`config.mk`:
```
export PLATFORM = sky130hd
export DESIGN_NAME = drsc_regs
export DESIGN_NICKNAME = d
export VERILOG_FILES = /design/src/pkg/drsc_pkg.sv /design/src/hdl/drsc_motor_freq.sv /design/src/hdl/drsc_regs.sv
export SDC_FILE = /design/constraint.sdc
export NUM_CORES = 1
export LEC_CHECK = 0
export ABC_CLOCK_PERIOD_IN_PS = 3900
export BUFFER_PORTS_ARGS = -buffer_cell sky130_fd_sc_hd__buf_2
export CORE_MARGIN = 1
export CORE_UTILIZATION = 46
export DETAILED_ROUTE_END_ITERATION = 10
export PLACE_DENSITY = 0.7
export SYNTH_ARGS = -nofsm -noshare
export SYNTH_HDL_FRONTEND = slang
export SYNTH_SLANG_ARGS = --single-unit
```
`constraint.sdc`:
```
create_clock -name pclk -period 3.9 [get_ports pclk]
set_input_delay 0.39 -clock pclk [delete_from_list [all_inputs] [get_ports pclk]]
set_output_delay 0.39 -clock pclk [all_outputs]
set_load 0.1 [all_outputs]
```
`src/pkg/drsc_pkg.sv`:
```
// Purpose: shared constants for the drive source configuration register bank
// Assumes: register indices are word indices; byte address is four times the index
// Notes:   codes and limits are held here once and used by name in hdl/
`default_nettype none

package drsc_pkg;

  localparam int unsigned DATA_W  = 16;
  localparam int unsigned ADDR_W  = 16;
  localparam int unsigned IDX_W   = 14;
  localparam int unsigned MOTORS  = 3;

  // register indices
  localparam logic [IDX_W-1:0] IDX_SETPOINT_HI = 14'h0001;
  localparam logic [IDX_W-1:0] IDX_SETPOINT_LO = 14'h0002;
  localparam logic [IDX_W-1:0] IDX_STATUS      = 14'h0100;
  localparam logic [IDX_W-1:0] IDX_FREQ_SRC    = 14'h1201;
  localparam logic [IDX_W-1:0] IDX_RUN_SRC     = 14'h1202;
  localparam logic [IDX_W-1:0] IDX_BASE_M1     = 14'h1203;
  localparam logic [IDX_W-1:0] IDX_MAX_M1      = 14'h1204;
  localparam logic [IDX_W-1:0] IDX_TOGGLE_SEL  = 14'h1205;
  localparam logic [IDX_W-1:0] IDX_COMBINE     = 14'h1206;
  localparam logic [IDX_W-1:0] IDX_BASE_M2     = 14'h2203;
  localparam logic [IDX_W-1:0] IDX_MAX_M2      = 14'h2204;
  localparam logic [IDX_W-1:0] IDX_BASE_M3     = 14'h3203;
  localparam logic [IDX_W-1:0] IDX_MAX_M3      = 14'h3204;
  localparam logic [IDX_W-1:0] IDX_MOTOR_STEP  = 14'h1000;

  // frequency source codes
  localparam logic [DATA_W-1:0] FSRC_KEYPAD_POT = 16'h0000;
  localparam logic [DATA_W-1:0] FSRC_TERMINAL   = 16'h0001;
  localparam logic [DATA_W-1:0] FSRC_SETPOINT   = 16'h0002;
  localparam logic [DATA_W-1:0] FSRC_SEQUENCE   = 16'h0007;
  localparam logic [DATA_W-1:0] FSRC_CALC       = 16'h000a;

  // run source codes
  localparam logic [DATA_W-1:0] RSRC_MIN = 16'h0001;
  localparam logic [DATA_W-1:0] RSRC_MAX = 16'h0005;

  // analog toggle and bipolar combine codes
  localparam logic [DATA_W-1:0] TOGGLE_MAX      = 16'h0004;
  localparam logic [DATA_W-1:0] COMB_NONE       = 16'h0000;
  localparam logic [DATA_W-1:0] COMB_SUM_NO_REV = 16'h0001;
  localparam logic [DATA_W-1:0] COMB_SUM_REV    = 16'h0002;
  localparam logic [DATA_W-1:0] COMB_O2_OFF     = 16'h0003;

  // frequency limits in whole hertz
  localparam logic [DATA_W-1:0] FREQ_MIN_HZ = 16'h001e;
  localparam logic [DATA_W-1:0] FREQ_MAX_HZ = 16'h0190;

  // stored target frequency, 0.01 Hz units
  localparam logic [2*DATA_W-1:0] SETPOINT_MAX = 32'h00009c40;

  // reset values
  localparam logic [DATA_W-1:0]   RST_FREQ_SRC = FSRC_TERMINAL;
  localparam logic [DATA_W-1:0]   RST_RUN_SRC  = RSRC_MIN;
  localparam logic [DATA_W-1:0]   RST_BASE_HZ  = 16'h003c;
  localparam logic [DATA_W-1:0]   RST_MAX_HZ   = 16'h003c;
  localparam logic [DATA_W-1:0]   RST_TOGGLE   = 16'h0000;
  localparam logic [DATA_W-1:0]   RST_COMBINE  = COMB_NONE;
  localparam logic [2*DATA_W-1:0] RST_SETPOINT = 32'h00000000;

  // status bit positions
  localparam int unsigned ST_REJECT_BIT   = 0;
  localparam int unsigned ST_SETPOINT_BIT = 1;

endpackage : drsc_pkg

`default_nettype wire

```
`src/hdl/drsc_motor_freq.sv`:
```
// Purpose: base and maximum frequency pair for one motor
// Assumes: write strobes are one-cycle pulses at the completing bus edge
// Notes:   a write outside its range leaves the stored value untouched
`default_nettype none

module drsc_motor_freq
  import drsc_pkg::*;
#(
  parameter logic [DATA_W-1:0] BASE_RST = RST_BASE_HZ,
  parameter logic [DATA_W-1:0] MAX_RST  = RST_MAX_HZ
) (
  // clock and reset
  input  wire logic              pclk,
  input  wire logic              presetn,
  // write side
  input  wire logic              wr_base,
  input  wire logic              wr_max,
  input  wire logic [DATA_W-1:0] wdata,
  // state
  output logic                   base_ok,
  output logic                   max_ok,
  output logic      [DATA_W-1:0] base_q,
  output logic      [DATA_W-1:0] max_q
);

  logic [DATA_W-1:0] base_d;
  logic [DATA_W-1:0] max_d;

  always_comb begin
    // base stays at or below this motor's own maximum
    base_ok = (wdata >= FREQ_MIN_HZ) && (wdata <= max_q);
    // a maximum below the stored base would break the base limit
    max_ok  = (wdata >= FREQ_MIN_HZ) && (wdata <= FREQ_MAX_HZ)
              && (wdata >= base_q);
    base_d  = (wr_base && base_ok) ? wdata : base_q;
    max_d   = (wr_max && max_ok) ? wdata : max_q;
  end

  always_ff @(posedge pclk or negedge presetn) begin
    if (!presetn) begin
      base_q <= BASE_RST;
      max_q  <= MAX_RST;
    end else begin
      base_q <= base_d;
      max_q  <= max_d;
    end
  end

endmodule : drsc_motor_freq

`default_nettype wire

```
`src/hdl/drsc_regs.sv`:
```
// Purpose: APB slave holding the drive source configuration bank
// Assumes: single clock; APB master keeps the request stable until pready
// Notes:   every access waits one cycle in the access phase before pready
//
// Design decision made here: the APB interface to the registers.
`default_nettype none

module drsc_regs
  import drsc_pkg::*;
(
  // clock and reset
  input  wire logic                pclk,
  input  wire logic                presetn,
  // apb slave
  input  wire logic                psel,
  input  wire logic                penable,
  input  wire logic                pwrite,
  input  wire logic [ADDR_W-1:0]   paddr,
  input  wire logic [31:0]         pwdata,
  output logic                     pready,
  output logic      [31:0]         prdata,
  output logic                     pslverr,
  // source selections
  output logic      [DATA_W-1:0]   freq_source_select,
  output logic      [DATA_W-1:0]   run_source_select,
  output logic      [DATA_W-1:0]   analog_toggle_select,
  output logic      [DATA_W-1:0]   bipolar_input_combine,
  // decoded analog combine controls
  output logic                     sum_inputs_en,
  output logic                     reverse_sum_allowed,
  output logic                     bipolar_voltage_input_off,
  // stored target frequency
  output logic                     setpoint_active,
  output logic      [2*DATA_W-1:0] stored_target_frequency,
  // per motor frequency limits
  output logic      [DATA_W-1:0]   base_freq_motor1,
  output logic      [DATA_W-1:0]   max_freq_motor1,
  output logic      [DATA_W-1:0]   base_freq_motor2,
  output logic      [DATA_W-1:0]   max_freq_motor2,
  output logic      [DATA_W-1:0]   base_freq_motor3,
  output logic      [DATA_W-1:0]   max_freq_motor3
);

  // bus decode
  logic              ready_q;
  logic              ready_d;
  logic [31:0]       rdata_q;
  logic [31:0]       rdata_d;
  logic              slverr_q;
  logic              slverr_d;
  logic              commit;
  logic [IDX_W-1:0]  idx;
  logic [DATA_W-1:0] wdata;
  logic              aligned;

  assign commit  = psel && penable && ready_q;
  assign idx     = paddr[ADDR_W-1:2];
  assign wdata   = pwdata[DATA_W-1:0];
  assign aligned = (paddr[1:0] == 2'b00);

  // stored regs
  logic [DATA_W-1:0]   fsrc_q;
  logic [DATA_W-1:0]   fsrc_d;
  logic [DATA_W-1:0]   rsrc_q;
  logic [DATA_W-1:0]   rsrc_d;
  logic [DATA_W-1:0]   tog_q;
  logic [DATA_W-1:0]   tog_d;
  logic [DATA_W-1:0]   comb_q;
  logic [DATA_W-1:0]   comb_d;
  logic [2*DATA_W-1:0] setp_q;
  logic [2*DATA_W-1:0] setp_d;
  logic                reject_q;
  logic                reject_d;
  logic                sum_en_q;
  logic                sum_en_d;
  logic                rev_ok_q;
  logic                rev_ok_d;
  logic                o2_off_q;
  logic                o2_off_d;
  logic                setp_act_q;
  logic                setp_act_d;

  // motor copies
  logic [MOTORS-1:0]   wr_base;
  logic [MOTORS-1:0]   wr_max;
  logic [MOTORS-1:0]   base_ok;
  logic [MOTORS-1:0]   max_ok;
  logic [DATA_W-1:0]   base_q [MOTORS];
  logic [DATA_W-1:0]   max_q  [MOTORS];

  genvar gm;
  generate
    for (gm = 0; gm < MOTORS; gm++) begin : g_motor
      localparam logic [IDX_W-1:0] BASE_IDX = IDX_BASE_M1 + IDX_W'(gm) * IDX_MOTOR_STEP;
      localparam logic [IDX_W-1:0] MAX_IDX  = IDX_MAX_M1 + IDX_W'(gm) * IDX_MOTOR_STEP;
      assign wr_base[gm] = commit && pwrite && aligned && (idx == BASE_IDX);
      assign wr_max[gm]  = commit && pwrite && aligned && (idx == MAX_IDX);
      drsc_motor_freq u_freq (
        .pclk    (pclk),
        .presetn (presetn),
        .wr_base (wr_base[gm]),
        .wr_max  (wr_max[gm]),
        .wdata   (wdata),
        .base_ok (base_ok[gm]),
        .max_ok  (max_ok[gm]),
        .base_q  (base_q[gm]),
        .max_q   (max_q[gm])
      );
    end
  endgenerate

  // range checks
  function automatic logic fsrc_valid(input logic [DATA_W-1:0] v);
    fsrc_valid = (v <= FSRC_SEQUENCE) || (v == FSRC_CALC);
  endfunction : fsrc_valid

  logic              hit;
  logic              in_range;
  logic [DATA_W-1:0] rd_val;
  logic [2*DATA_W-1:0] setp_hi_new;
  logic [2*DATA_W-1:0] setp_lo_new;

  assign setp_hi_new = {wdata, setp_q[DATA_W-1:0]};
  assign setp_lo_new = {setp_q[2*DATA_W-1:DATA_W], wdata};

  // hit, range and readback for the addressed word
  always_comb begin
    hit      = aligned;
    in_range = 1'b1;
    rd_val   = '0;
    case (idx)
      IDX_SETPOINT_HI: begin
        rd_val   = setp_q[2*DATA_W-1:DATA_W];
        in_range = (setp_hi_new <= SETPOINT_MAX);
      end
      IDX_SETPOINT_LO: begin
        rd_val   = setp_q[DATA_W-1:0];
        in_range = (setp_lo_new <= SETPOINT_MAX);
      end
      IDX_STATUS: begin
        rd_val[ST_REJECT_BIT]   = reject_q;
        rd_val[ST_SETPOINT_BIT] = setp_act_q;
        in_range                = 1'b0;
      end
      IDX_FREQ_SRC: begin
        rd_val   = fsrc_q;
        in_range = fsrc_valid(wdata);
      end
      IDX_RUN_SRC: begin
        rd_val   = rsrc_q;
        in_range = (wdata >= RSRC_MIN) && (wdata <= RSRC_MAX);
      end
      IDX_TOGGLE_SEL: begin
        rd_val   = tog_q;
        in_range = (wdata <= TOGGLE_MAX);
      end
      IDX_COMBINE: begin
        rd_val   = comb_q;
        in_range = (wdata <= COMB_O2_OFF);
      end
      IDX_BASE_M1: begin
        rd_val   = base_q[0];
        in_range = base_ok[0];
      end
      IDX_MAX_M1: begin
        rd_val   = max_q[0];
        in_range = max_ok[0];
      end
      IDX_BASE_M2: begin
        rd_val   = base_q[1];
        in_range = base_ok[1];
      end
      IDX_MAX_M2: begin
        rd_val   = max_q[1];
        in_range = max_ok[1];
      end
      IDX_BASE_M3: begin
        rd_val   = base_q[2];
        in_range = base_ok[2];
      end
      IDX_MAX_M3: begin
        rd_val   = max_q[2];
        in_range = max_ok[2];
      end
      default: begin
        hit = 1'b0;
      end
    endcase
  end

  // bus answer
  always_comb begin
    // one wait cycle, then ready for exactly one edge
    ready_d  = psel && penable && !ready_q;
    rdata_d  = rdata_q;
    slverr_d = 1'b0;
    if (ready_d) begin
      rdata_d  = (hit && !pwrite) ? {{(32-DATA_W){1'b0}}, rd_val} : 32'h00000000;
      // unmapped or reserved words, and refused writes, answer with an error
      slverr_d = !hit || (pwrite && !in_range);
    end
  end

  always_ff @(posedge pclk or negedge presetn) begin
    if (!presetn) begin
      ready_q  <= 1'b0;
      rdata_q  <= 32'h00000000;
      slverr_q <= 1'b0;
    end else begin
      ready_q  <= ready_d;
      rdata_q  <= rdata_d;
      slverr_q <= slverr_d;
    end
  end

  // register update
  logic wr_ok;
  assign wr_ok = commit && pwrite && hit && in_range;

  always_comb begin
    fsrc_d   = fsrc_q;
    rsrc_d   = rsrc_q;
    tog_d    = tog_q;
    comb_d   = comb_q;
    setp_d   = setp_q;
    reject_d = reject_q;
    if (commit && pwrite) begin
      // tracks the most recent write only
      reject_d = !(hit && in_range);
    end
    if (wr_ok) begin
      case (idx)
        IDX_FREQ_SRC:    fsrc_d = wdata;
        IDX_RUN_SRC:     rsrc_d = wdata;
        IDX_TOGGLE_SEL:  tog_d  = wdata;
        IDX_COMBINE:     comb_d = wdata;
        IDX_SETPOINT_HI: setp_d = setp_hi_new;
        IDX_SETPOINT_LO: setp_d = setp_lo_new;
        default:         fsrc_d = fsrc_q;
      endcase
    end
    // decoded controls follow the next stored codes
    sum_en_d   = (comb_d == COMB_SUM_NO_REV) || (comb_d == COMB_SUM_REV);
    rev_ok_d   = (comb_d == COMB_SUM_REV);
    o2_off_d   = (comb_d == COMB_O2_OFF);
    setp_act_d = (fsrc_d == FSRC_SETPOINT);
  end

  always_ff @(posedge pclk or negedge presetn) begin
    if (!presetn) begin
      fsrc_q     <= RST_FREQ_SRC;
      rsrc_q     <= RST_RUN_SRC;
      tog_q      <= RST_TOGGLE;
      comb_q     <= RST_COMBINE;
      setp_q     <= RST_SETPOINT;
      reject_q   <= 1'b0;
      sum_en_q   <= 1'b0;
      rev_ok_q   <= 1'b0;
      o2_off_q   <= 1'b0;
      setp_act_q <= 1'b0;
    end else begin
      fsrc_q     <= fsrc_d;
      rsrc_q     <= rsrc_d;
      tog_q      <= tog_d;
      comb_q     <= comb_d;
      setp_q     <= setp_d;
      reject_q   <= reject_d;
      sum_en_q   <= sum_en_d;
      rev_ok_q   <= rev_ok_d;
      o2_off_q   <= o2_off_d;
      setp_act_q <= setp_act_d;
    end
  end

  // outputs
  assign pready                    = ready_q;
  assign prdata                    = rdata_q;
  assign pslverr                   = slverr_q;
  assign freq_source_select        = fsrc_q;
  assign run_source_select         = rsrc_q;
  assign analog_toggle_select      = tog_q;
  assign bipolar_input_combine     = comb_q;
  assign sum_inputs_en             = sum_en_q;
  assign reverse_sum_allowed       = rev_ok_q;
  assign bipolar_voltage_input_off = o2_off_q;
  assign setpoint_active           = setp_act_q;
  assign stored_target_frequency   = setp_q;
  assign base_freq_motor1          = base_q[0];
  assign max_freq_motor1           = max_q[0];
  assign base_freq_motor2          = base_q[1];
  assign max_freq_motor2           = max_q[1];
  assign base_freq_motor3          = base_q[2];
  assign max_freq_motor3           = max_q[2];

endmodule : drsc_regs

`default_nettype wire

```
==> impl_metrics.yaml <==
yosys:
  ys_ff_latch: 215
  yosys_warnings: 0
  synth_common_cells: "189 x dfrtp_1, 118 x inv_1, 96 x ha_1, 80 x mux2_2, 72 x nand2_1"
  yosysMostFrequentCell: "dfrtp_1"
  yosys.area.top_type_share_pct: 38.16
  synth_area_leader_cell: "dfrtp_1"
  syn_area_um2: 12390
  syn_area_per_cell_um2: 10.68
  synth_edf_count: 0
  async_reset_ff_share_pct: 100.0
  ys.flop_type: "dfrtp_1"
  ys_types: 83
  seq_area_frac_synth_pct: 43.67
  syn_inst: 1160
  netlist_top_cells_area: "dfrtp_1 38%, ha_1 9.7%, mux2_2 7.3%"
power:
  p_comb_share_pct: 7.8
  power_density_nw_per_um2: 331.3
  power_leakage_uw: 0.007598
  switching_power_uw: 1266
  p_clk_share_pct: 47.9
  ir_drop_uv: 338.1
  sequentialPowerShare_pct: 44.3
  p_sw_share_pct: 25.06
  p_int_uw: 3787
setup_path:
  crit_fanout: 6
  critPathRequiredTime_ps: 4320
  cp-end-kind: "flop"
  cp.arrival_ps: 4090
  cp-start-kind: "flop"
  path_class: "flop to flop"
grt:
  grt_pass1_vias: 10550
  grt_overflow: 0
  track_usage_pct: 31.63
  antenna_found_initial: 0
  grt_start_max_net_pins: 84
  grt_first_pass_wirelength_um: 66120
detailed_routing:
  routed_wl_um: 43800
  viasPerCell: 6.054
  drt-wirelength-per-cell_um: 24.17
  ant_nets: 0
  drtIter0Drc: 1256
  vias: 10970
  drc: 42
  dr.pass1.iters: 9
clock_tree:
  htree_levels: 1
  cts_max_path_buffers: 3
  clk_latency_ps: 560
  numCtsBuffers: 25
  cts_root_buf: "clkbuf_16"
  cts.sinks: 215
  clk_pin_slew_ps: 60
  cts_tree: "yes"
  cts_resized: 0
sta:
  finalCritPeriodShare_pct: 94.00
  tightestPinTransition_ps: 1022
  slew_violations: 0
  whs_ps: 149.1
  max_slew_margin_pct: 30.10
  rsz0062_at_grt: "false"
  setup_violations: 0
  skew_ps: 21.61
  min_period_ps: 3666
  hold_violations: 0
  timing.fmax_ghz: 0.2728
die:
  die_area_um2: 27600
  start_util_pct: 47.16
  die_height_um: 166.1
  coreArea_um2: 26280
  io_pins: 283
  chipWidth_um: 166.1
  fp-row-count: 59
finish:
  multiInputGateArea_um2: 6275
  drive_gt1_share_pct: 35.64
  final_nets: 1607
  seq_area_um2: 5413
  syn_to_final_growth_pct: 23.04
  nFillCells: 2285
  design_area_um2: 15250
status:
  violations: "design-rule violations"
  status: "finished, violations left"
worst_hold_path:
  min-delay-path-class: "primary input to flop"
placement:
  dpl_cell_area_um2: 14350
  gp_congestion: 0.9589
  dp_hpwl_um: 33160
  port_buffers: 250
job:
  maxCapViolations: 0
## cells in the final DEF, fill, tap and decap left out, types with 14 or more instances in the layout
cell       netlist  final
a31oi_1         19     19
mux2_2          80     80
nor4_1          24     23
o21ai_0         23     23
dfstp_2         26     26
nand4_1         30     30
a22o_1          14     14
buf_4           16     66
clkbuf_16        0     25
a221oi_1        23     23
buf_2            8    249
nor2_1          32     32
a222oi_1        26     26
a21oi_1         51     51
a22oi_1         14     14
ha_1            96     96
nand2_1         72     72
conb_1           1     16
inv_1          118    118
and2_1          57     57
nor3_1          22     20
nand3_1         15     15
dfrtp_1        189    189
## metrics by stage
step / power (µW) / setup TNS (ps) / util [%] / std cells / setup WS [ps]
after global placement: 2659 / -1173 / 54.59 / 1760 / -90.65
after CTS: 5078 / 0 / 57.87 / 1806 / 40.36
after global routing: 5202 / 0 / 58.02 / 1811 / 118.5
after floorplan: 2498 / 0 / - / 1175 / 162.1
after detailed placement: 2666 / -922.4 / 54.59 / 1760 / -73.92
final: 5053 / 0 / 58.03 / 1812 / 234.0
## flip-flops by register name (all words and copies together) (netlist names)
register,flops
analog_toggle_select,16
bipolar_input_combine,16
bipolar_voltage_input_off,1
freq_source_select,16
g_motor.u_freq.base_q,48
g_motor.u_freq.max_q,48
prdata,16
pready,1
pslverr,1
reject_q,1
reverse_sum_allowed,1
run_source_select,16
setpoint_active,1
stored_target_frequency,32
sum_inputs_en,1
## power groups by stage
stage	registers (µW)	logic [µW]	clock network (µW)
final	2240	394	2420
after global routing	2240	427	2540
after CTS	2240	390	2450
after detailed placement	2280	388	0
after global placement	2280	381	0
after floorplan	2290	213	0
## cell families (layout without fill, tap and decap cells)
family,count (synthesis),count (layout),synth area share [%]
other,1,17,0.03026
DFF,215,215,43.67
xor gates and xnor gates,2,2,0.1414
AOI/OAI and AO/OA,244,244,15.54
muxes,100,100,9.106
and+or+nand+nor,319,319,15.54
buffers and inverters,183,484,6.289
adders and majority gates,96,96,9.691
## worst paths after layout
path                                             start                      endpoint  slack, ps  cells past startpoint
max reg2reg                g_motor[2].u_freq.base_q[5]      bipolar_input_combine[0]        230                     11
max                        g_motor[2].u_freq.base_q[5]      bipolar_input_combine[0]        230                     11
min                                           paddr[1]                       pslverr        150                      3
min in group asynchronous                      presetn  g_motor[1].u_freq.base_q[11]        410                      2
min reg2reg                                 prdata[15]                    prdata[15]        480                      2
max in group asynchronous                      presetn    stored_target_frequency[2]       2240                      3
## final cells by class
type                       count  area share (%)
inverter                     118           2.905
sequential                   215           35.49
clock inverter                10          0.7795
antenna                        1         0.01641
timing repair buffer         321           12.10
tap                          335           2.749
multi-input combinational    777           41.15
clock buffer                  35           4.808
## worst max-delay path, cell delays in order (launching register included)
cell and delay (ps):
dfstp_2 530, inv_1 40, ha_1 290, a21oi_1 180
o21ai_0 190, a2111o_1 470, o211a_1 260, nor2_2 180
nand3_4 140, buf_4 170, o41ai_4 740, mux2_4 350
## metal layers
| metal | vias to the layer above | part of all wire [%] | GRT usage [%] |
|---|---|---|---|
| met3 | 93 | 8.2 | 5.148 |
| li1 | 4853 | - | - |
| met5 | - | 0 | 0 |
| met4 | 0 | 4.2 | 13.04 |
| met1 | 5481 | 41 | 42.20 |
| met2 | 543 | 46 | 51.24 |
## timing repair
action,in CTS,in global routing
setup endpoints to repair,0,19
hold buffers,1,0
buffers inserted,0,5
endpoints found under the hold margin,75,0
No activity file was read; power rests on OpenSTA's default activity.
